===== src/logic/esp_pkg.sv =====
// package of constants for the status register and write-protect block
// assumes a single 100 MHz system clock domain; serial pins arrive asynchronously
package esp_pkg;
  // ==========================================================================
  // status register field positions
  localparam int unsigned BIT_BUSY = 0; // ready flag, 1 while busy
  localparam int unsigned BIT_LATCH = 1; // write-enable latch
  localparam int unsigned BIT_SEL_LO = 2; // region_sel_lo
  localparam int unsigned BIT_SEL_HI = 3; // region_sel_hi
  localparam int unsigned BIT_ARM = 7; // pin_guard_arm
  localparam int unsigned STAT_W = 8; // status register width

  // ==========================================================================
  // reset and factory values
  localparam logic [1:0] SEL_FACTORY = 2'h0; // region select as delivered
  localparam logic ARM_FACTORY = 1'h0; // arming bit as delivered
  localparam logic [7:0] STAT_ALL_ONES = 8'hFF; // readback during internal write

  // ==========================================================================
  // instruction codes (bit 3 is don't care)
  localparam logic [7:0] OP_MASK = 8'hF7; // drops the don't-care bit
  localparam logic [7:0] OP_SET_LATCH = 8'h06; // set_latch_cmd
  localparam logic [7:0] OP_CLEAR_LATCH = 8'h04; // clear_latch_cmd
  localparam logic [7:0] OP_STATUS_FETCH = 8'h05; // status_fetch_cmd
  localparam logic [7:0] OP_STATUS_STORE = 8'h01; // status_store_cmd
  localparam logic [7:0] OP_ARRAY_WRITE = 8'h02; // array write

  // ==========================================================================
  // protected region boundaries
  localparam logic [7:0] QUARTER_BASE = 8'hC0; // code 01
  localparam logic [7:0] HALF_BASE = 8'h80; // code 10

  // ==========================================================================
  // timing
  localparam int unsigned CLK_MHZ = 100; // system clock rate
  localparam int unsigned WRITE_TIME_MS = 4; // self-timed write cycle, max
  localparam int unsigned WRITE_CYCLES = WRITE_TIME_MS * 1000 * CLK_MHZ; // ms to cycles

  // serial engine states
  typedef enum logic [2:0] {
    ESP_IDLE,
    ESP_OPCODE,
    ESP_ADDR,
    ESP_DATA,
    ESP_IGNORE
  } esp_state_t;
endpackage


===== src/logic/esp_core.sv =====
// status register, write protection and suspend logic of a serial eeprom
// assumes the serial pins are asynchronous and sampled by clk_i; the array
// itself lives outside and is told what to write through arr_* ports
// ==========================================================================
// Operation
// - protection active freezes select and arming bits
// - protection active when pin low and armed
// - suspend pauses serial sequence, state kept
// - suspend tied high never suspends
// - status read-only if protected or latch clear
// - bit0 busy; busy accepts only status fetch
// - latch clear blocks all modification
// - latch cleared at reset, set by command
// - select bits persistent, factory zero, always apply
// - bits 4 to 6 discarded, read zero
// - bit7 arms; pin guard skips the array
// - arming bit cannot drop while pin low
// - all status bits read one while writing
// - select code picks protected address range
// - protected range never writable; others need latch
// - latch cleared after disable, status or array write
// - status store applied only at cycle end
module esp_core
#(
  parameter int unsigned WRITE_CYC = esp_pkg::WRITE_CYCLES
) (
  input wire logic clk_i,
  input wire logic rst_n_i,
  input wire logic cs_n_i, // chip select pin
  input wire logic sck_i, // serial clock pin
  input wire logic si_i, // serial data in pin
  input wire logic hold_n_i, // suspend pin, active low
  input wire logic wp_n_i, // write-protect pin, active low
  output logic so_o, // serial data out
  output logic so_oe_o, // high while driving serial out
  output logic arr_we_o, // one-cycle pulse: write byte to array
  output logic [7:0] arr_addr_o, // array address for write
  output logic [7:0] arr_data_o, // array data for write
  output logic [7:0] status_o // status as the master would read it
);
  import esp_pkg::*;

  // ==========================================================================
  // pin synchronisers
  logic [4:0] pins; // {cs_n, sck, si, hold_n, wp_n}
  // sck starts at its idle low level so that no false edge follows reset
  esp_sync #(.WIDTH(5), .INIT(5'h13)) u_sync (
    .clk_i(clk_i),
    .rst_n_i(rst_n_i),
    .async_i({cs_n_i, sck_i, si_i, hold_n_i, wp_n_i}),
    .sync_o(pins)
  );
  logic cs_n, sck, si, hold_n, wp_n;
  assign {cs_n, sck, si, hold_n, wp_n} = pins;

  // ==========================================================================
  // protection decode
  function automatic logic in_region(input logic [1:0] sel, input logic [7:0] a);
    case (sel)
      2'h1: in_region = (a >= QUARTER_BASE);
      2'h2: in_region = (a >= HALF_BASE);
      2'h3: in_region = 1'b1;
      default: in_region = 1'b0;
    endcase
  endfunction

  logic latch; // write-enable latch
  logic [1:0] sel; // region select, persistent copy
  logic arm; // pin_guard_arm
  logic hw_prot;
  logic busy;
  logic done;
  // pin low and armed together; array never consults this
  assign hw_prot = !wp_n && arm;

  // ==========================================================================
  // serial engine state
  esp_state_t state, next_state;
  logic sck_d, next_sck_d; // previous sampled clock for edge finding
  logic [2:0] bitcnt, next_bitcnt;
  logic [7:0] shreg, next_shreg;
  logic [7:0] op, next_op;
  logic [7:0] addr, next_addr;
  logic [7:0] txreg, next_txreg;
  logic so_bit, next_so_bit;
  logic pend_latch, next_pend_latch; // latch change waits for deselect
  logic pend_val, next_pend_val;
  logic pend_stat, next_pend_stat; // status store waiting for deselect
  logic [7:0] stat_in, next_stat_in;
  logic pend_arr, next_pend_arr; // array write waiting for deselect
  logic stat_cycle, next_stat_cycle; // internal cycle belongs to status store
  logic [7:0] stat_hold, next_stat_hold;
  logic [7:0] next_latch_sel_arm;
  logic start;
  logic we, next_we;
  logic [7:0] wdata, next_wdata;
  logic [7:0] waddr, next_waddr; // address of the byte being written, held for the pulse
  logic active; // not suspended
  logic rise, fall;
  logic [7:0] status_view;
  logic [7:0] opm;

  // suspend pin held high never pauses anything
  assign active = hold_n;
  assign rise = active && sck && !sck_d;
  assign fall = active && !sck && sck_d;
  assign opm = op & OP_MASK;

  // status contents as seen by a fetch; bits 4..6 zero unless busy, all ones while busy
  assign status_view = busy ? STAT_ALL_ONES :
    {arm, 3'h0, sel, latch, 1'b0};

  // engine next-state: shift on rising edges, launch on falling
  always_comb begin
    next_state = state;
    next_sck_d = active ? sck : sck_d; // freeze edge history on suspend
    next_bitcnt = bitcnt;
    next_shreg = shreg;
    next_op = op;
    next_addr = addr;
    next_txreg = txreg;
    next_so_bit = so_bit;
    next_pend_latch = pend_latch;
    next_pend_val = pend_val;
    next_pend_stat = pend_stat;
    next_stat_in = stat_in;
    next_pend_arr = pend_arr;
    next_we = 1'b0;
    next_wdata = wdata;
    next_waddr = waddr;
    if (cs_n) begin
      next_state = ESP_IDLE;
      next_bitcnt = 3'h0;
      next_pend_latch = 1'b0;
      next_pend_stat = 1'b0;
      next_pend_arr = 1'b0;
    end else if (state == ESP_IDLE) begin
      next_state = ESP_OPCODE;
    end else if (rise) begin
      next_shreg = {shreg[6:0], si};
      next_bitcnt = bitcnt + 3'h1;
      if (bitcnt == 3'h7) begin
        case (state)
          ESP_OPCODE: begin
            next_op = {shreg[6:0], si};
            next_state = ESP_IGNORE;
            // while busy only a status fetch is honoured
            case ({shreg[6:0], si} & OP_MASK)
              OP_SET_LATCH: if (!busy) begin
                next_pend_latch = 1'b1;
                next_pend_val = 1'b1;
              end
              OP_CLEAR_LATCH: if (!busy) begin
                next_pend_latch = 1'b1;
                next_pend_val = 1'b0;
              end
              OP_STATUS_FETCH: begin
                next_state = ESP_DATA;
                next_txreg = status_view;
              end
              OP_STATUS_STORE: if (!busy) next_state = ESP_DATA;
              OP_ARRAY_WRITE: if (!busy) next_state = ESP_ADDR;
              default: next_state = ESP_IGNORE;
            endcase
          end
          ESP_ADDR: begin
            next_addr = {shreg[6:0], si};
            next_state = ESP_DATA;
          end
          ESP_DATA: begin
            if (opm == OP_STATUS_STORE) begin
              next_stat_in = {shreg[6:0], si};
              next_pend_stat = 1'b1;
            end else if (opm == OP_ARRAY_WRITE) begin
              next_wdata = {shreg[6:0], si};
              // protected range never written; outside needs the latch
              if (latch && !in_region(sel, addr)) begin
                next_we = 1'b1;
                next_waddr = addr; // addr itself moves on to the next byte
                next_pend_arr = 1'b1;
              end
              next_addr = {addr[7:4], addr[3:0] + 4'h1}; // page wrap
            end else begin
              next_txreg = status_view; // repeated fetch
            end
          end
          default: next_state = state;
        endcase
      end
    end else if (fall) begin
      next_so_bit = txreg[3'h7 - bitcnt];
    end
  end

  // internal write starts when the master deselects after a store or write
  assign start = cs_n && (state != ESP_IDLE) && !busy &&
    ((pend_stat && latch && !hw_prot) || pend_arr);

  // persistent bits update only at cycle end, under protection gates
  always_comb begin
    next_stat_cycle = stat_cycle;
    next_stat_hold = stat_hold;
    next_latch_sel_arm = {arm, 3'h0, sel, 1'b0, latch};
    // cycle end handled first, so a start in the same cycle wins
    if (done && stat_cycle) begin
      next_stat_cycle = 1'b0;
      // a pin lowered during the cycle still freezes the guarded bits
      // arming bit cannot fall while the pin is low
      if (!hw_prot) begin
        next_latch_sel_arm[3:2] = stat_hold[BIT_SEL_HI:BIT_SEL_LO];
        next_latch_sel_arm[BIT_ARM] = stat_hold[BIT_ARM];
      end
    end
    if (start) begin
      next_stat_cycle = pend_stat;
      next_stat_hold = stat_in;
      next_latch_sel_arm[0] = 1'b0; // cleared on store or write
    end else if (cs_n && state != ESP_IDLE && pend_latch) begin
      next_latch_sel_arm[0] = pend_val; // set only by command
    end
  end

  // ==========================================================================
  // registers
  always_ff @(posedge clk_i or negedge rst_n_i) begin
    if (!rst_n_i) begin
      state <= ESP_IDLE;
      sck_d <= 1'b0;
      bitcnt <= 3'h0;
      shreg <= 8'h00;
      op <= 8'h00;
      addr <= 8'h00;
      txreg <= 8'h00;
      so_bit <= 1'b0;
      pend_latch <= 1'b0;
      pend_val <= 1'b0;
      pend_stat <= 1'b0;
      stat_in <= 8'h00;
      pend_arr <= 1'b0;
      we <= 1'b0;
      wdata <= 8'h00;
      waddr <= 8'h00;
      stat_cycle <= 1'b0;
      stat_hold <= 8'h00;
      latch <= 1'b0;
      sel <= SEL_FACTORY;
      arm <= ARM_FACTORY;
    end else begin
      state <= next_state;
      sck_d <= next_sck_d;
      bitcnt <= next_bitcnt;
      shreg <= next_shreg;
      op <= next_op;
      addr <= next_addr;
      txreg <= next_txreg;
      so_bit <= next_so_bit;
      pend_latch <= next_pend_latch;
      pend_val <= next_pend_val;
      pend_stat <= next_pend_stat;
      stat_in <= next_stat_in;
      pend_arr <= next_pend_arr;
      we <= next_we;
      wdata <= next_wdata;
      waddr <= next_waddr;
      stat_cycle <= next_stat_cycle;
      stat_hold <= next_stat_hold;
      latch <= next_latch_sel_arm[0];
      sel <= next_latch_sel_arm[3:2];
      arm <= next_latch_sel_arm[7];
    end
  end

  // ==========================================================================
  // self-timed write cycle
  esp_timer #(.CYCLES(WRITE_CYC)) u_timer (
    .clk_i(clk_i),
    .rst_n_i(rst_n_i),
    .start_i(start),
    .busy_o(busy),
    .done_o(done)
  );

  // ==========================================================================
  // outputs; serial out released while suspended or deselected
  assign so_oe_o = !cs_n && hold_n && (state == ESP_DATA) && (opm == OP_STATUS_FETCH);
  assign so_o = so_bit;
  assign arr_we_o = we;
  assign arr_addr_o = waddr;
  assign arr_data_o = wdata;
  assign status_o = status_view;

  // ==========================================================================
  // assertions
  a_prot_freeze: assert property (@(posedge clk_i) disable iff (!rst_n_i)
    (!wp_n && arm) |=> (sel == $past(sel)))
    else $error("select bits changed under pin protection");
  a_arm_hold: assert property (@(posedge clk_i) disable iff (!rst_n_i)
    ($past(arm) && !$past(wp_n)) |-> arm)
    else $error("arming bit dropped while pin low");
  a_busy_ones: assert property (@(posedge clk_i) disable iff (!rst_n_i)
    busy |-> (status_o == 8'hFF))
    else $error("status not all ones while busy");
  a_idle_zero: assert property (@(posedge clk_i) disable iff (!rst_n_i)
    !busy |-> (status_o[6:4] == 3'h0 && !status_o[0]))
    else $error("dont care bits not zero");
  a_no_prot_write: assert property (@(posedge clk_i) disable iff (!rst_n_i)
    arr_we_o |-> !in_region(sel, arr_addr_o) && latch)
    else $error("write into protected region");
  a_latch_clear: assert property (@(posedge clk_i) disable iff (!rst_n_i)
    start |=> !latch)
    else $error("latch not cleared at write start");
  a_store_wait: assert property (@(posedge clk_i) disable iff (!rst_n_i)
    (busy && !done) |=> (arm == $past(arm)))
    else $error("status changed before cycle end");
  a_hold_quiet: assert property (@(posedge clk_i) disable iff (!rst_n_i)
    (!hold_n && !cs_n) |-> !so_oe_o ##1 (bitcnt == $past(bitcnt)))
    else $error("activity while suspended");
endmodule


===== src/logic/esp_sync.sv =====
// two-flop synchroniser bank for asynchronous pins
// assumes the pins are quiet levels relative to clk_i
module esp_sync #(
  parameter int unsigned WIDTH = 1,
  parameter logic [WIDTH-1:0] INIT = '0
) (
  input wire logic clk_i,
  input wire logic rst_n_i,
  input wire logic [WIDTH-1:0] async_i,
  output logic [WIDTH-1:0] sync_o
);
  // ==========================================================================
  // first stage feeds only the second stage
  logic [WIDTH-1:0] stage1;
  logic [WIDTH-1:0] stage2;
  // stage1 loads straight from the pins, stage2 from stage1
  always_ff @(posedge clk_i or negedge rst_n_i) begin
    if (!rst_n_i) begin
      stage1 <= INIT;
      stage2 <= INIT;
    end else begin
      stage1 <= async_i;
      stage2 <= stage1;
    end
  end
  assign sync_o = stage2;
endmodule


===== src/logic/esp_timer.sv =====
// self-timed write cycle counter
// assumes start_i is a one-cycle pulse on clk_i
module esp_timer #(
  parameter int unsigned CYCLES = 400000
) (
  input wire logic clk_i,
  input wire logic rst_n_i,
  input wire logic start_i,
  output logic busy_o,
  output logic done_o
);
  // ==========================================================================
  logic [31:0] count; // cycles left
  logic [31:0] next_count;
  logic done;
  logic next_done;
  // next-value logic: reload on start, count down to zero
  always_comb begin
    next_count = count;
    next_done = 1'b0;
    if (start_i) begin
      next_count = CYCLES;
    end else if (count != 32'h0) begin
      next_count = count - 32'h1;
      next_done = (count == 32'h1);
    end
  end
  always_ff @(posedge clk_i or negedge rst_n_i) begin
    if (!rst_n_i) begin
      count <= 32'h0;
      done <= 1'b0;
    end else begin
      count <= next_count;
      done <= next_done;
    end
  end
  assign busy_o = (count != 32'h0);
  assign done_o = done;
endmodule


===== config.mk =====
export PLATFORM = sky130hd
export DESIGN_NAME = esp_core
export DESIGN_NICKNAME = d
export VERILOG_FILES = /design/src/logic/esp_pkg.sv /design/src/logic/esp_core.sv /design/src/logic/esp_sync.sv /design/src/logic/esp_timer.sv
export SDC_FILE = /design/constraint.sdc
export NUM_CORES = 1
export LEC_CHECK = 0
export BUFFER_PORTS_ARGS = -buffer_cell sky130_fd_sc_hd__buf_2
export CORE_MARGIN = 2
export CORE_UTILIZATION = 60
export CTS_CLUSTER_SIZE = 40
export DETAILED_ROUTE_END_ITERATION = 6
export PLACE_DENSITY = 0.9
export SETUP_SLACK_MARGIN = 0.02
export SYNTH_ARGS = -nofsm -noshare
export SYNTH_HDL_FRONTEND = slang
export SYNTH_SLANG_ARGS = --single-unit

===== constraint.sdc =====
create_clock -name clk_i -period 3.3 [get_ports clk_i]
set_input_delay 0.495 -clock clk_i [delete_from_list [all_inputs] [get_ports clk_i]]
set_output_delay 0.495 -clock clk_i [all_outputs]
set_load 0.02 [all_outputs]

==> metrics.log, run 1 <==
[metrics] number of clock sinks: 110
[metrics] Max Clk Rate: 319.2 MHz
[metrics] antenna violations before repair: 0
[metrics] antenna viol nets, final: 0
[metrics] cts repair resizes: 0
[metrics] TritonCTS clock tree: built
[metrics] routed len/inst: 17.29 µm
[metrics] highest ir drop seen on vdd: 0.2513 mV
[metrics] post-synthesis sequential area ratio: 0.5600
[metrics] netlist area before placement: 4928 µm²
[metrics] number of buffers inserted for hold repair after clock tree synthesis: 0
[metrics] filler instances: 587
[metrics] share of final-layout standard cells stronger than drive strength 1: 0.2463
[metrics] status: finished clean
[metrics] Total Routed Length: 9.889 mm
[metrics] EDFF count, synth: 0
[metrics] maximum level of the CTS H-tree: 3
[metrics] Core Footprint: 8093 µm²
[metrics] final hold violations: 0
[metrics] Final TNS setup: 0 ns
[metrics] number of vias per cell after detailed routing: 6.052
[metrics] utilization of the core after routing: 0.6670
[metrics] Die Span Y: 94.63 µm
[metrics] final global-route overflow total: 0
[metrics] final worst-path cycle share: 0.9492
[metrics] Tightest Pin Transition: 1.186 ns
[metrics] Compound-Gate Fraction of Synth Area: 0.06575
[metrics] clock insertion delay at the later pin of the skew report: 0.37 ns
[metrics] clock-pin slew on the worst setup and hold paths: 0.09 ns
[metrics] pin count of the biggest net entering global routing: 52
[metrics] part of the total power dissipated in the clock network: 0.335
[metrics] I/O pin cnt: 34
[metrics] post-synthesis instance total: 426
[metrics] Post-DP HPWL: 7.161 mm
[metrics] detailed-route DRC error count: 0
[metrics] Worst Skew: 0.01091 ns
[metrics] RSZ-0062 raised after global routing: false
[metrics] total number of vias: 3462
[metrics] Synthesized Nets: 439
[metrics] count of different cell masters after synthesis: 50
[metrics] 1st-pass router iterations: 5
[metrics] violation count after the first detailed-route iteration: 322
[metrics] floorplan row count: 33
[metrics] ANT cells: 0
[metrics] area added between synthesis and finish: 9.520%
[metrics] gr usage total: 0.2378
[metrics] cell taking the most area after synthesis: sky130_fd_sc_hd__dfrtp_1
[metrics] highest fanout seen on the critical path: 8
[metrics] switching power share of the total: 0.2373
[metrics] simple-gate share of the synthesized area: 0.1754
[metrics] largest family of logic cells by synthesized area: simple AND/OR/NAND/NOR gates
[metrics] Comb pwr share: 0.039
[metrics] sequential cell fraction of total power: 0.626
[metrics] die boundary width: 94.63 µm
[metrics] via count of the first global-routing pass: 3508
[metrics] max cap viols: 0
[metrics] proportion of register bits with asynchronous set or reset after synthesis: 1.000
[metrics] Initial Utilization: 0.6090
[metrics] worst endpoint data arrival time: 2.64 ns
[metrics] internal power: 0.001721 W
[metrics] P_sw: 0.0005356 W
[metrics] net total in the final layout: 475
[metrics] first-pass GRT wire length: 16.38 mm
[metrics] ys flop type: sky130_fd_sc_hd__dfrtp_1
[metrics] top cell type's share of synthesized area: 0.5281
[metrics] count of synthesis-stage warnings from yosys: 0
[metrics] Rel. slew slack: 0.2054
[metrics] CP endpoint kind: output pin
[metrics] buffers added on ports: 33
[metrics] Final Critical Period: 3.132 ns
[metrics] Routability Congestion: 0.8973
[metrics] element type at the critical path start: flop
[metrics] Post-CTS Repair Setup Buffers: 0
[metrics] worst min-delay path category: input pin to async pin
[metrics] Final Max Tran Viols: 0
[metrics] Synth Area in Adders: 0.01523
[metrics] buffer type at the clock tree root: sky130_fd_sc_hd__clkbuf_8
[metrics] synth top area cells: sky130_fd_sc_hd__dfrtp_1 (53%), sky130_fd_sc_hd__mux2_2 (11%), sky130_fd_sc_hd__dfstp_2 (3.2%)
[metrics] portion of netlist area occupied by mux cells: 0.1262
[metrics] cell area power density: 418.1 nW/µm²
[metrics] average size of a mapped cell: 11.57 µm²
[metrics] CTS Buffer Depth: 2
[metrics] number of buffers created by CTS: 9
[metrics] xor/xnor cell area share of the yosys netlist: 0.03554
[metrics] critical path data required time: 2.80 ns
[metrics] number of setup violations in the final report: 0
[metrics] leakage power summed over all cells: 2.732 nW
[metrics] Setup CP Type: flop to output pin
[metrics] #FFs+latches synth: 110
[metrics] die area: 8955 µm²
-- metrics by stage --
stage,setup WS [ns],power [W],instances,area [µm²],hold WS [ns]
3_5_place_dp,0.4763,0.001524,556,5206,0.3363
3_3_place_gp,0.5229,0.001519,556,5206,0.3348
4_1_cts,0.06477,0.002268,572,5391,0.1634
5_1_grt,0.01958,0.002357,572,5398,0.1888
2_1_floorplan,0.4640,0.001467,426,4928,0.1994
6_report,0.1676,0.002257,572,5398,0.1429
-- cell type report --
cell class | instances | area, µm² | share of cell area
clock buffer | 12 | 155.1 | 0.02874
clock inverter | 4 | 30.03 | 0.005563
inverter | 9 | 33.78 | 0.006259
multi-input combinational | 292 | 2067 | 0.3829
sequential | 110 | 2760 | 0.5114
tap | 105 | 131.4 | 0.02434
timing repair buffer | 40 | 220.2 | 0.04080
-- registers in the layout (all words and copies together), names as in the netlist, 2 cells and up --
| register | cells |
|---|---|
| op | 7 |
| arr_data_o | 8 |
| stat_in | 3 |
| txreg | 5 |
| arr_addr_o | 8 |
| addr | 8 |
| u_sync.sync_o | 5 |
| state | 3 |
| bitcnt | 3 |
| shreg | 7 |
| stat_hold | 3 |
| u_timer.count | 32 |
| u_sync.stage1 | 5 |
| sel | 2 |
-- layout by cell type, fill, tap and decap left out, types with 14 or more instances in the layout --
cell type,netlist,layout
sky130_fd_sc_hd__a21oi_1,17,17
sky130_fd_sc_hd__nand2_1,33,33
sky130_fd_sc_hd__o21ai_0,17,17
sky130_fd_sc_hd__dfrtp_1,104,104
sky130_fd_sc_hd__nand3_1,17,17
sky130_fd_sc_hd__xnor2_1,16,16
sky130_fd_sc_hd__mux2_2,46,46
sky130_fd_sc_hd__nor2_1,23,23
sky130_fd_sc_hd__nor3_1,14,14
sky130_fd_sc_hd__buf_2,2,32
-- power groups by stage --
stage | Clock, W | Combinational, W | Sequential [W]
5_1_grt | 0.000840 | 0.0000998 | 0.00142
3_5_place_dp | 0 | 0.0000861 | 0.00144
2_1_floorplan | 0 | 0.0000546 | 0.00141
6_report | 0.000756 | 0.0000870 | 0.00141
4_1_cts | 0.000769 | 0.0000879 | 0.00141
3_3_place_gp | 0 | 0.0000837 | 0.00144
-- cells in the mapped netlist, types with 9 or more instances --
| cell | count |
|---|---|
| sky130_fd_sc_hd__and3_1 | 11 |
| sky130_fd_sc_hd__clkbuf_1 | 9 |
| sky130_fd_sc_hd__nor3_1 | 14 |
| sky130_fd_sc_hd__xnor2_1 | 16 |
| sky130_fd_sc_hd__a21oi_1 | 17 |
| sky130_fd_sc_hd__nand2b_1 | 9 |
| sky130_fd_sc_hd__nand3_1 | 17 |
| sky130_fd_sc_hd__dfrtp_1 | 104 |
| sky130_fd_sc_hd__nand2_1 | 33 |
| sky130_fd_sc_hd__nor2_1 | 23 |
| sky130_fd_sc_hd__o21ai_0 | 17 |
| sky130_fd_sc_hd__mux2_2 | 46 |
-- kinds of logic after synthesis --
group | count (synthesis)
AOI/OAI and AO/OA | 54
DFF | 110
muxes | 55
buffers and inverters | 24
xor gates and xnor gates | 20
and+or+nand+nor | 157
adders and majority gates | 6
-- path summary, 6_finish.rpt --
kind	from	end	slack, ns	cells after the start
min in group clk_i	cs_n_i	u_sync.stage1[4]	0.21	1
min	rst_n_i	u_timer.count[13]	0.14	1
max reg2reg	u_timer.count[6]	u_timer.count[30]	0.56	6
min reg2reg	u_sync.stage1[3]	u_sync.sync_o[3]	0.36	0
max in group asynchronous	rst_n_i	u_sync.stage1[4]	2.33	2
max	u_timer.count[6]	status_o[6]	0.17	5
-- worst max-delay path: stages (launching register included) --
cell and delay [ns]:
sky130_fd_sc_hd__dfrtp_1 0.41, sky130_fd_sc_hd__or4_1 0.68, sky130_fd_sc_hd__or4_4 0.61, sky130_fd_sc_hd__nor3_4 0.26
sky130_fd_sc_hd__inv_2 0.13, sky130_fd_sc_hd__buf_2 0.18
-- layer usage --
metal  vias up  global-route usage  wire, µm
met1      1703              0.3233      4387
li1       1597                   -         -
met2       134              0.3806      4736
met3        28             0.03591       508
met4         0              0.1075       257
met5         -                   0         0
No activity file was read; power rests on OpenSTA's default activity.
==> run 2, diff against run 1 <==
--- a/config.mk
+++ b/config.mk
@@ -7,8 +7,9 @@
 export LEC_CHECK = 0
+export ABC_AREA = 1
 export BUFFER_PORTS_ARGS = -buffer_cell sky130_fd_sc_hd__buf_2
 export CORE_MARGIN = 2
-export CORE_UTILIZATION = 60
-export CTS_CLUSTER_SIZE = 40
+export CORE_UTILIZATION = 61
+export CTS_CLUSTER_SIZE = 24
 export DETAILED_ROUTE_END_ITERATION = 6
-export PLACE_DENSITY = 0.9
+export PLACE_DENSITY = 0.91
 export SETUP_SLACK_MARGIN = 0.02
==> constraint.sdc (replaced) <==
create_clock -name clk_i -period 3.3 [get_ports clk_i]
set_input_delay 0.99 -clock clk_i [delete_from_list [all_inputs] [get_ports clk_i]]
set_output_delay 0.99 -clock clk_i [all_outputs]
set_load 0.02 [all_outputs]
==> run 2 against run 1 <==
The run now ends with DRC left. Non-clock buffer count is 5 lower. Hold slack improved by 0.21 ns. Die area is 6.5% higher. Critical path depth is 5 higher. Combinational power grew to 4.1 times the previous value. Cell count is 36% higher. Sequential power about the same. Sequential cell count unchanged. Setup slack got worse by 0.0020 ns. Highest routed layer unchanged. Largest power group unchanged. Area after synthesis grew 8.6%. Clock power fell by 2.6%. Via count up 25%.
==> metrics.log, run 2 <==
[metrics] Core Footprint: 8593 µm² (+6.2%)
[metrics] max incr delay on CP: 0.41 ns (-0.27 ns)
[metrics] violations in the final reports: DRC
[metrics] cell with the largest stage delay on the worst path: sky130_fd_sc_hd__dfrtp_1
[metrics] TritonCTS clock tree: built
[metrics] antenna viol nets, final: 0 (unchanged)
[metrics] most common cell after layout, fill and taps aside: sky130_fd_sc_hd__nand2_1
[metrics] cell area power density: 440.3 nW/µm² (+5.3%)
[metrics] Routability Congestion: 1.013 (+13%)
[metrics] worst reg-to-reg path cell count: 11 (+5)
[metrics] total number of vias: 4321 (+25%)
[metrics] portion of netlist area occupied by mux cells: 0.006314 (-0.1199)
[metrics] number of vias per cell after detailed routing: 5.568 (-8.0%)
[metrics] buffer type at the clock tree root: sky130_fd_sc_hd__clkbuf_8
[metrics] Total Routed Length: 11.53 mm (+17%)
[metrics] Rel. slew slack: 0.4817 (+0.2764)
[metrics] count of placed standard cells in the final layout, fillers left out: 776 (+36%)
[metrics] Synth Area in Adders: 0.01403 (-0.001200)
[metrics] DP Area: 5583 µm² (+7.2%)
[metrics] Final WS setup: 0.1655 ns (-0.002036 ns)
[metrics] antenna violations before repair: 0 (unchanged)
[metrics] routed len/inst: 14.85 µm (-14%)
[metrics] cell taking the most area after synthesis: sky130_fd_sc_hd__dfrtp_1
[metrics] Final Max Tran Viols: 0 (unchanged)
[metrics] average size of a mapped cell: 8.492 µm² (-27%)
[metrics] clock insertion delay at the later pin of the skew report: 0.38 ns (about the same)
[metrics] via count of the first global-routing pass: 4079 (+16%)
[metrics] Synthesized Nets: 643 (+46%)
[metrics] highest ir drop seen on vdd: 0.2559 mV (+1.8%)
[metrics] final hold violations: 0 (unchanged)
[metrics] critical path data required time: 2.31 ns (-0.49 ns)
[metrics] final global-route overflow total: 0 (unchanged)
[metrics] ys flop type: sky130_fd_sc_hd__dfrtp_1
[metrics] element type at the critical path start: flop
[metrics] Initial Utilization: 0.6226 (+0.01360)
[metrics] max cap viols: 0 (unchanged)
[metrics] buffers added on ports: 33 (unchanged)
[metrics] simple-gate share of the synthesized area: 0.2722 (+0.09679)
[metrics] filler instances: 669 (+14%)
[metrics] placed cell count: 761 (+37%)
[metrics] worst endpoint data arrival time: 2.14 ns (-0.50 ns)
[metrics] cell seen most often among critical-path stages: sky130_fd_sc_hd__inv_1
[metrics] net total in the final layout: 677 (+43%)
[metrics] commonest cells after routing, fill and taps aside: sky130_fd_sc_hd__nand2_1 (148), sky130_fd_sc_hd__dfrtp_1 (104), sky130_fd_sc_hd__nor2_1 (79)
[metrics] final worst-path cycle share: 0.9498 (about the same)
[metrics] Final Critical Period: 3.134 ns (+0.002036 ns)
[metrics] maximum level of the CTS H-tree: 3 (unchanged)
[metrics] top cell type's share of synthesized area: 0.4864 (-0.04162)
[metrics] status: finished, violations left
[metrics] I/O pin cnt: 34 (unchanged)
[metrics] first-pass GRT wire length: 19.34 mm (+18%)
[metrics] ANT cells: 0 (unchanged)
[metrics] Tightest Pin Transition: 0.7703 ns (-0.4161 ns)
[metrics] xor/xnor cell area share of the yosys netlist: 0.03929 (+0.003747)
[metrics] Compound-Gate Fraction of Synth Area: 0.07788 (+0.01212)
[metrics] largest family of logic cells by synthesized area: simple AND/OR/NAND/NOR gates
[metrics] netlist area before placement: 5350 µm² (+8.6%)
[metrics] violation count after the first detailed-route iteration: 407 (+26%)
[metrics] RSZ-0062 raised after global routing: false
[metrics] Max Clk Rate: 319.0 MHz (about the same)
[metrics] cell with the most instances after synthesis: sky130_fd_sc_hd__nand2_1
[metrics] Placement Setup Slack: 0.5598 ns (+0.08351 ns)
[metrics] die boundary width: 97.65 µm (+3.2%)
[metrics] clock-pin slew on the worst setup and hold paths: 0.10 ns (about the same)
[metrics] count of synthesis-stage warnings from yosys: 0 (unchanged)
[metrics] share of final-layout standard cells stronger than drive strength 1: 0.1482 (-0.09805)
[metrics] EDFF count, synth: 0 (unchanged)
[metrics] count of different cell masters after synthesis: 39 (-22%)
[metrics] Setup CP Type: flop to output pin
[metrics] synth top area cells: sky130_fd_sc_hd__dfrtp_1 (49%), sky130_fd_sc_hd__nand2_1 (10%), sky130_fd_sc_hd__nor2_1 (5.8%)
[metrics] worst min-delay path category: flop to flop
[metrics] #FFs+latches synth: 110 (unchanged)
[metrics] Post-DP HPWL: 8.368 mm (+17%)
[metrics] register with the highest flop count: u_timer.count
[metrics] Worst Skew: 0.01466 ns (+0.003748 ns)
[metrics] highest fanout seen on the critical path: 10 (+2)
[metrics] area added between synthesis and finish: 7.788%
[metrics] flip-flop count of the largest register, all copies and words added: 32 (unchanged)
[metrics] number of setup violations in the final report: 0 (unchanged)
[metrics] floorplan row count: 34 (+3.0%)
[metrics] cell-by-cell trace of the critical path: inv_1, ha_2, nand2_1, nor2_4, nand2_4, nor2_8, inv_1, nor2_2, inv_1, buf_2
[metrics] number of clock sinks: 110 (unchanged)
[metrics] gr usage total: 0.2519 (+0.01410)
[metrics] proportion of register bits with asynchronous set or reset after synthesis: 1.000 (unchanged)
[metrics] Final TNS setup: 0 ns (unchanged)
[metrics] post-synthesis instance total: 630 (+48%)
[metrics] Die Span Y: 97.65 µm (+3.2%)
[metrics] worst hold stages: 0
[metrics] CTS Buffer Depth: 2 (unchanged)
[metrics] pin count of the biggest net entering global routing: 65 (+25%)
[metrics] leakage power summed over all cells: 3.182 nW (+16%)
[metrics] Design Area, Final: 5767 µm² (+6.8%)
[metrics] total power draw: 0.002539 W (+13%)
[metrics] number of buffers created by CTS: 9 (unchanged)
[metrics] detailed-route DRC error count: 6 (+6)
[metrics] post-synthesis sequential area ratio: 0.5159 (-0.04414)
[metrics] die area: 9536 µm² (+6.5%)
[metrics] CP endpoint kind: output pin
[metrics] 1st-pass router iterations: 7 (+2)
[metrics] Commonest cells post-synth: sky130_fd_sc_hd__nand2_1 (148), sky130_fd_sc_hd__dfrtp_1 (104), sky130_fd_sc_hd__nor2_1 (83), sky130_fd_sc_hd__inv_1 (76), sky130_fd_sc_hd__o21ai_1 (36)
## run 2: cell types whose count changed in the layout (fill, tap and decap cells not counted), moves of 10 or more
cell	previous run	this run
sky130_fd_sc_hd__nand2_1	33	148
sky130_fd_sc_hd__inv_1	8	76
sky130_fd_sc_hd__nor2_1	23	79
sky130_fd_sc_hd__mux2_2	46	3
sky130_fd_sc_hd__o21ai_1	0	36
sky130_fd_sc_hd__nor2_2	0	13
sky130_fd_sc_hd__a21oi_1	17	6
sky130_fd_sc_hd__and3_1	11	0
sky130_fd_sc_hd__nand3_1	17	27
sky130_fd_sc_hd__xor2_1	4	14
## run 2: logic make-up after synthesis
family / Yosys count
AO/OA/AOI/OAI: 78
XOR/XNOR: 24
adder cells (fa/ha/maj): 6
buffers and inverters: 92
flip-flops: 110
multiplexers: 3
AND/OR/NAND/NOR: 317
## run 2: what timing repair did
item / in CTS / in global routing
endpoints found under the hold margin: 0 / 0
gates resized for setup: 0 / 5
setup buffers: 0 / 0
setup endpoints to repair: 0 / 4
hold buffers: 0 / 0
## run 2: power by group
part,internal (W),total [W],switching [W]
Combinational,0.0000940,0.000359,0.000265
Sequential,0.00140,0.00144,0.0000468
Clock,0.000277,0.000736,0.000458
## run 2: final cells by class
| cell class | instances | area [µm²] | area share |
|---|---|---|---|
| clock inverters | 6 | 47.55 | 0.008245 |
| well taps | 108 | 135.1 | 0.02343 |
| inverters | 80 | 300.3 | 0.05207 |
| multi-input cells | 428 | 2205 | 0.3823 |
| repair buffers | 35 | 195.2 | 0.03385 |
| clock buffers | 9 | 123.9 | 0.02148 |
| flip-flops and latches | 110 | 2760 | 0.4786 |
## run 2: metrics by stage
step                      hold WS, ns  utilization
after CTS                      0.3617       0.6696
after global routing           0.3647       0.6711
after global placement         0.3323       0.6497
after detailed placement       0.3387       0.6497
after floorplan                0.3312            -
final                          0.3565       0.6711
## run 2: layer usage
layer | part of all wire | GRT usage | wire length, µm | vias to the layer above
met5 | 0 | 0 | 0 | -
met4 | 0.016 | 0.08120 | 187 | 0
met3 | 0.072 | 0.04173 | 827 | 27
met2 | 0.47 | 0.3931 | 5393 | 190
met1 | 0.44 | 0.3638 | 5118 | 2042
li1 | - | - | - | 2062
## run 2: path summary, 6_finish.rpt
path / startpoint / to / slack, ns
max: u_timer.count[0] / status_o[1] / 0.17
min: u_sync.stage1[2] / u_sync.sync_o[2] / 0.36
max reg2reg: u_timer.count[0] / u_timer.count[26] / 0.99
min reg2reg: u_sync.stage1[2] / u_sync.sync_o[2] / 0.36
max in group asynchronous: rst_n_i / u_timer.count[12] / 1.95
min in group asynchronous: rst_n_i / arr_data_o[0] / 0.60
## run 2: critical path, delay by kind of cell (launching register included)
family	cells	cell delay [ns]
and+or+nand+nor	5	0.65
adders and majority gates	1	0.23
buffers and inverters	4	0.47
DFF	1	0.41
==> run 3, diff against run 2 <==
CTS_BUF_LIST = sky130_fd_sc_hd__clkbuf_4 sky130_fd_sc_hd__clkbuf_8 sky130_fd_sc_hd__clkbuf_16   (was unset)
SETUP_SLACK_MARGIN = 0.2   (was 0.02)
SKIP_CTS_REPAIR_TIMING = 1   (was unset)
==> run 3 against run 2 <==
The flow now finishes without violations. Hold slack is essentially flat. Via count rose by 1.2%. Combinational power is essentially flat. Critical path depth is the same. Die area unchanged. Core utilization up 2.3 points. Sequential power about the same. Setup slack improved by 0.094 ns. Cell count grew 1.8%.
==> metrics.log, run 3 (same netlist as run 2, synthesis figures left out) <==
[metrics] highest fanout seen on the critical path: 7 (-3)
[metrics] routed len/inst: 15.04 µm (+1.3%)
[metrics] max cap viols: 0 (unchanged)
[metrics] Die Span Y: 97.65 µm (unchanged)
[metrics] Rel. slew slack: 0.5160 (+0.03429)
[metrics] worst min-delay path category: flop to flop
[metrics] Final Critical Period: 3.041 ns (-0.09379 ns)
[metrics] total number of vias: 4374 (+1.2%)
[metrics] die boundary width: 97.65 µm (unchanged)
[metrics] gr usage total: 0.2519 (unchanged)
[metrics] number of buffers created by CTS: 9 (unchanged)
[metrics] Final Max Tran Viols: 0 (unchanged)
[metrics] commonest cells after routing, fill and taps aside: sky130_fd_sc_hd__nand2_1 (145), sky130_fd_sc_hd__dfrtp_1 (104), sky130_fd_sc_hd__inv_1 (73)
[metrics] worst hold stages: 0 (unchanged)
[metrics] Tightest Pin Transition: 0.7193 ns (-0.05096 ns)
[metrics] number of vias per cell after detailed routing: 5.537 (-0.57%)
[metrics] status: finished clean
[metrics] utilization of the core after routing: 0.6938 (+0.02271)
[metrics] Worst Skew: 0.01236 ns (-0.002303 ns)
[metrics] highest ir drop seen on vdd: 0.2548 mV (-0.42%)
[metrics] antenna violations before repair: 0 (unchanged)
[metrics] flip-flop count of the largest register, all copies and words added: 32 (unchanged)
[metrics] via count of the first global-routing pass: 4079 (unchanged)
[metrics] CP endpoint kind: output pin
[metrics] final global-route overflow total: 0 (unchanged)
[metrics] worst reg-to-reg path cell count: 10 (-1)
[metrics] leakage power summed over all cells: 3.269 nW (+2.7%)
[metrics] final hold violations: 0 (unchanged)
[metrics] clock-pin slew on the worst setup and hold paths: 0.10 ns (about the same)
[metrics] area added between synthesis and finish: 11.44%
[metrics] critical path data required time: 2.31 ns (about the same)
[metrics] RSZ-0062 raised after global routing: false
[metrics] antenna viol nets, final: 0 (unchanged)
[metrics] number of setup violations in the final report: 0 (unchanged)
[metrics] most common cell after layout, fill and taps aside: sky130_fd_sc_hd__nand2_1
[metrics] clock insertion delay at the later pin of the skew report: 0.38 ns (about the same)
[metrics] Hold EP: u_sync.sync_o[2]
[metrics] Final TNS setup: 0 ns (unchanged)
[metrics] net total in the final layout: 691 (+2.1%)
[metrics] buffers added on ports: 33 (unchanged)
[metrics] die area: 9536 µm² (unchanged)
[metrics] Initial Utilization: 0.6226 (unchanged)
[metrics] endpoint of the worst register-to-register path: stat_hold[3]
[metrics] final worst-path cycle share: 0.9214 (-0.02842)
[metrics] multi-input gate area in the final layout: 2285 µm² (+3.6%)
[metrics] violation count after the first detailed-route iteration: 381 (-6.4%)
[metrics] Reg2Reg Launch Point: u_timer.count[0]
[metrics] first-pass GRT wire length: 19.34 mm (unchanged)
[metrics] register-to-register setup slack: 1.15 ns (+0.16 ns)
[metrics] cell area power density: 426.1 nW/µm² (-3.2%)
[metrics] number of clock sinks: 110 (unchanged)
[metrics] Core Footprint: 8593 µm² (unchanged)
[metrics] HP Start: u_sync.stage1[2]
[metrics] Total Routed Length: 11.88 mm (+3.1%)
[metrics] 1st-pass router iterations: 5 (-2)
[metrics] TritonCTS clock tree: built
[metrics] floorplan row count: 34 (unchanged)
[metrics] Register Area: 2760 µm² (unchanged)
[metrics] buffer type at the clock tree root: sky130_fd_sc_hd__clkbuf_8
[metrics] Post-DP HPWL: 8.368 mm (unchanged)
[metrics] worst endpoint data arrival time: 2.05 ns (-0.09 ns)
[metrics] element type at the critical path start: flop
[metrics] ANT cells: 0 (unchanged)
[metrics] pin count of the biggest net entering global routing: 65 (unchanged)
[metrics] register with the highest flop count: u_timer.count
[metrics] maximum level of the CTS H-tree: 3 (unchanged)
[metrics] Setup CP Type: flop to output pin
[metrics] Routability Congestion: 1.013 (unchanged)
[metrics] share of final-layout standard cells stronger than drive strength 1: 0.1877 (+0.03948)
[metrics] Max Clk Rate: 328.9 MHz (+3.1%)
[metrics] detailed-route DRC error count: 0 (-6)
[metrics] CTS Buffer Depth: 2 (unchanged)
[metrics] I/O pin cnt: 34 (unchanged)
[metrics] filler instances: 633 (-5.4%)
run 3: worst max-delay path, cell delays in order (launching register included):
cell	delay (ns)
sky130_fd_sc_hd__dfrtp_1	0.41
sky130_fd_sc_hd__inv_2	0.10
sky130_fd_sc_hd__ha_4	0.16
sky130_fd_sc_hd__nand2_4	0.07
sky130_fd_sc_hd__nor2_4	0.13
sky130_fd_sc_hd__nand2_4	0.09
sky130_fd_sc_hd__nor2_8	0.10
sky130_fd_sc_hd__clkinvlp_4	0.22
sky130_fd_sc_hd__nor2_2	0.19
sky130_fd_sc_hd__inv_1	0.06
sky130_fd_sc_hd__buf_6	0.13
run 3: stage by stage:
step	setup WS (ns)	std cells	power (W)	instance area, µm²	hold WS [ns]
CTS	0.1296	776	0.002540	5754	0.3617
global route	0.1502	790	0.002651	5962	0.3647
finish	0.2593	790	0.002540	5962	0.3568
detailed placement	0.5598	761	0.001817	5583	0.3387
floorplan	0.7944	630	0.001703	5350	0.3312
global placement	0.7119	761	0.001799	5583	0.3323
run 3: worst max-delay path by stage:
| stage | start | end | slack (ns) | cells past startpoint |
|---|---|---|---|---|
| finish | u_timer.count[0] | status_o[2] | 0.26 | 10 |
| global route | u_timer.count[16] | status_o[2] | 0.15 | 9 |
| CTS | u_timer.count[0] | status_o[1] | 0.13 | 10 |
| detailed placement | u_timer.count[0] | status_o[1] | 0.56 | 10 |
| global placement | u_timer.count[0] | status_o[2] | 0.71 | 10 |
| floorplan | u_timer.count[0] | status_o[1] | 0.79 | 9 |
run 3: area by class of cell:
type | count | area share
Clock inverter | 6 | 0.007975
Timing Repair Buffer | 49 | 0.05142
Sequential cell | 110 | 0.4630
Clock buffer | 9 | 0.02078
Multi-Input combinational cell | 428 | 0.3832
Inverter | 80 | 0.05100
Tap cell | 108 | 0.02267
run 3: report_power, final:
part / internal (W) / switching (W)
clock: 0.000277 / 0.000460
combinational: 0.0000940 / 0.000265
sequential: 0.00140 / 0.0000463
total: 0.00177 / 0.000772
run 3: layer usage:
metal,part of all wire,GRT usage,up-vias
li1,-,-,2084
met1,0.44,0.3638,2059
met2,0.47,0.3931,201
met3,0.073,0.04173,30
met4,0.018,0.08120,0
met5,0,0,-
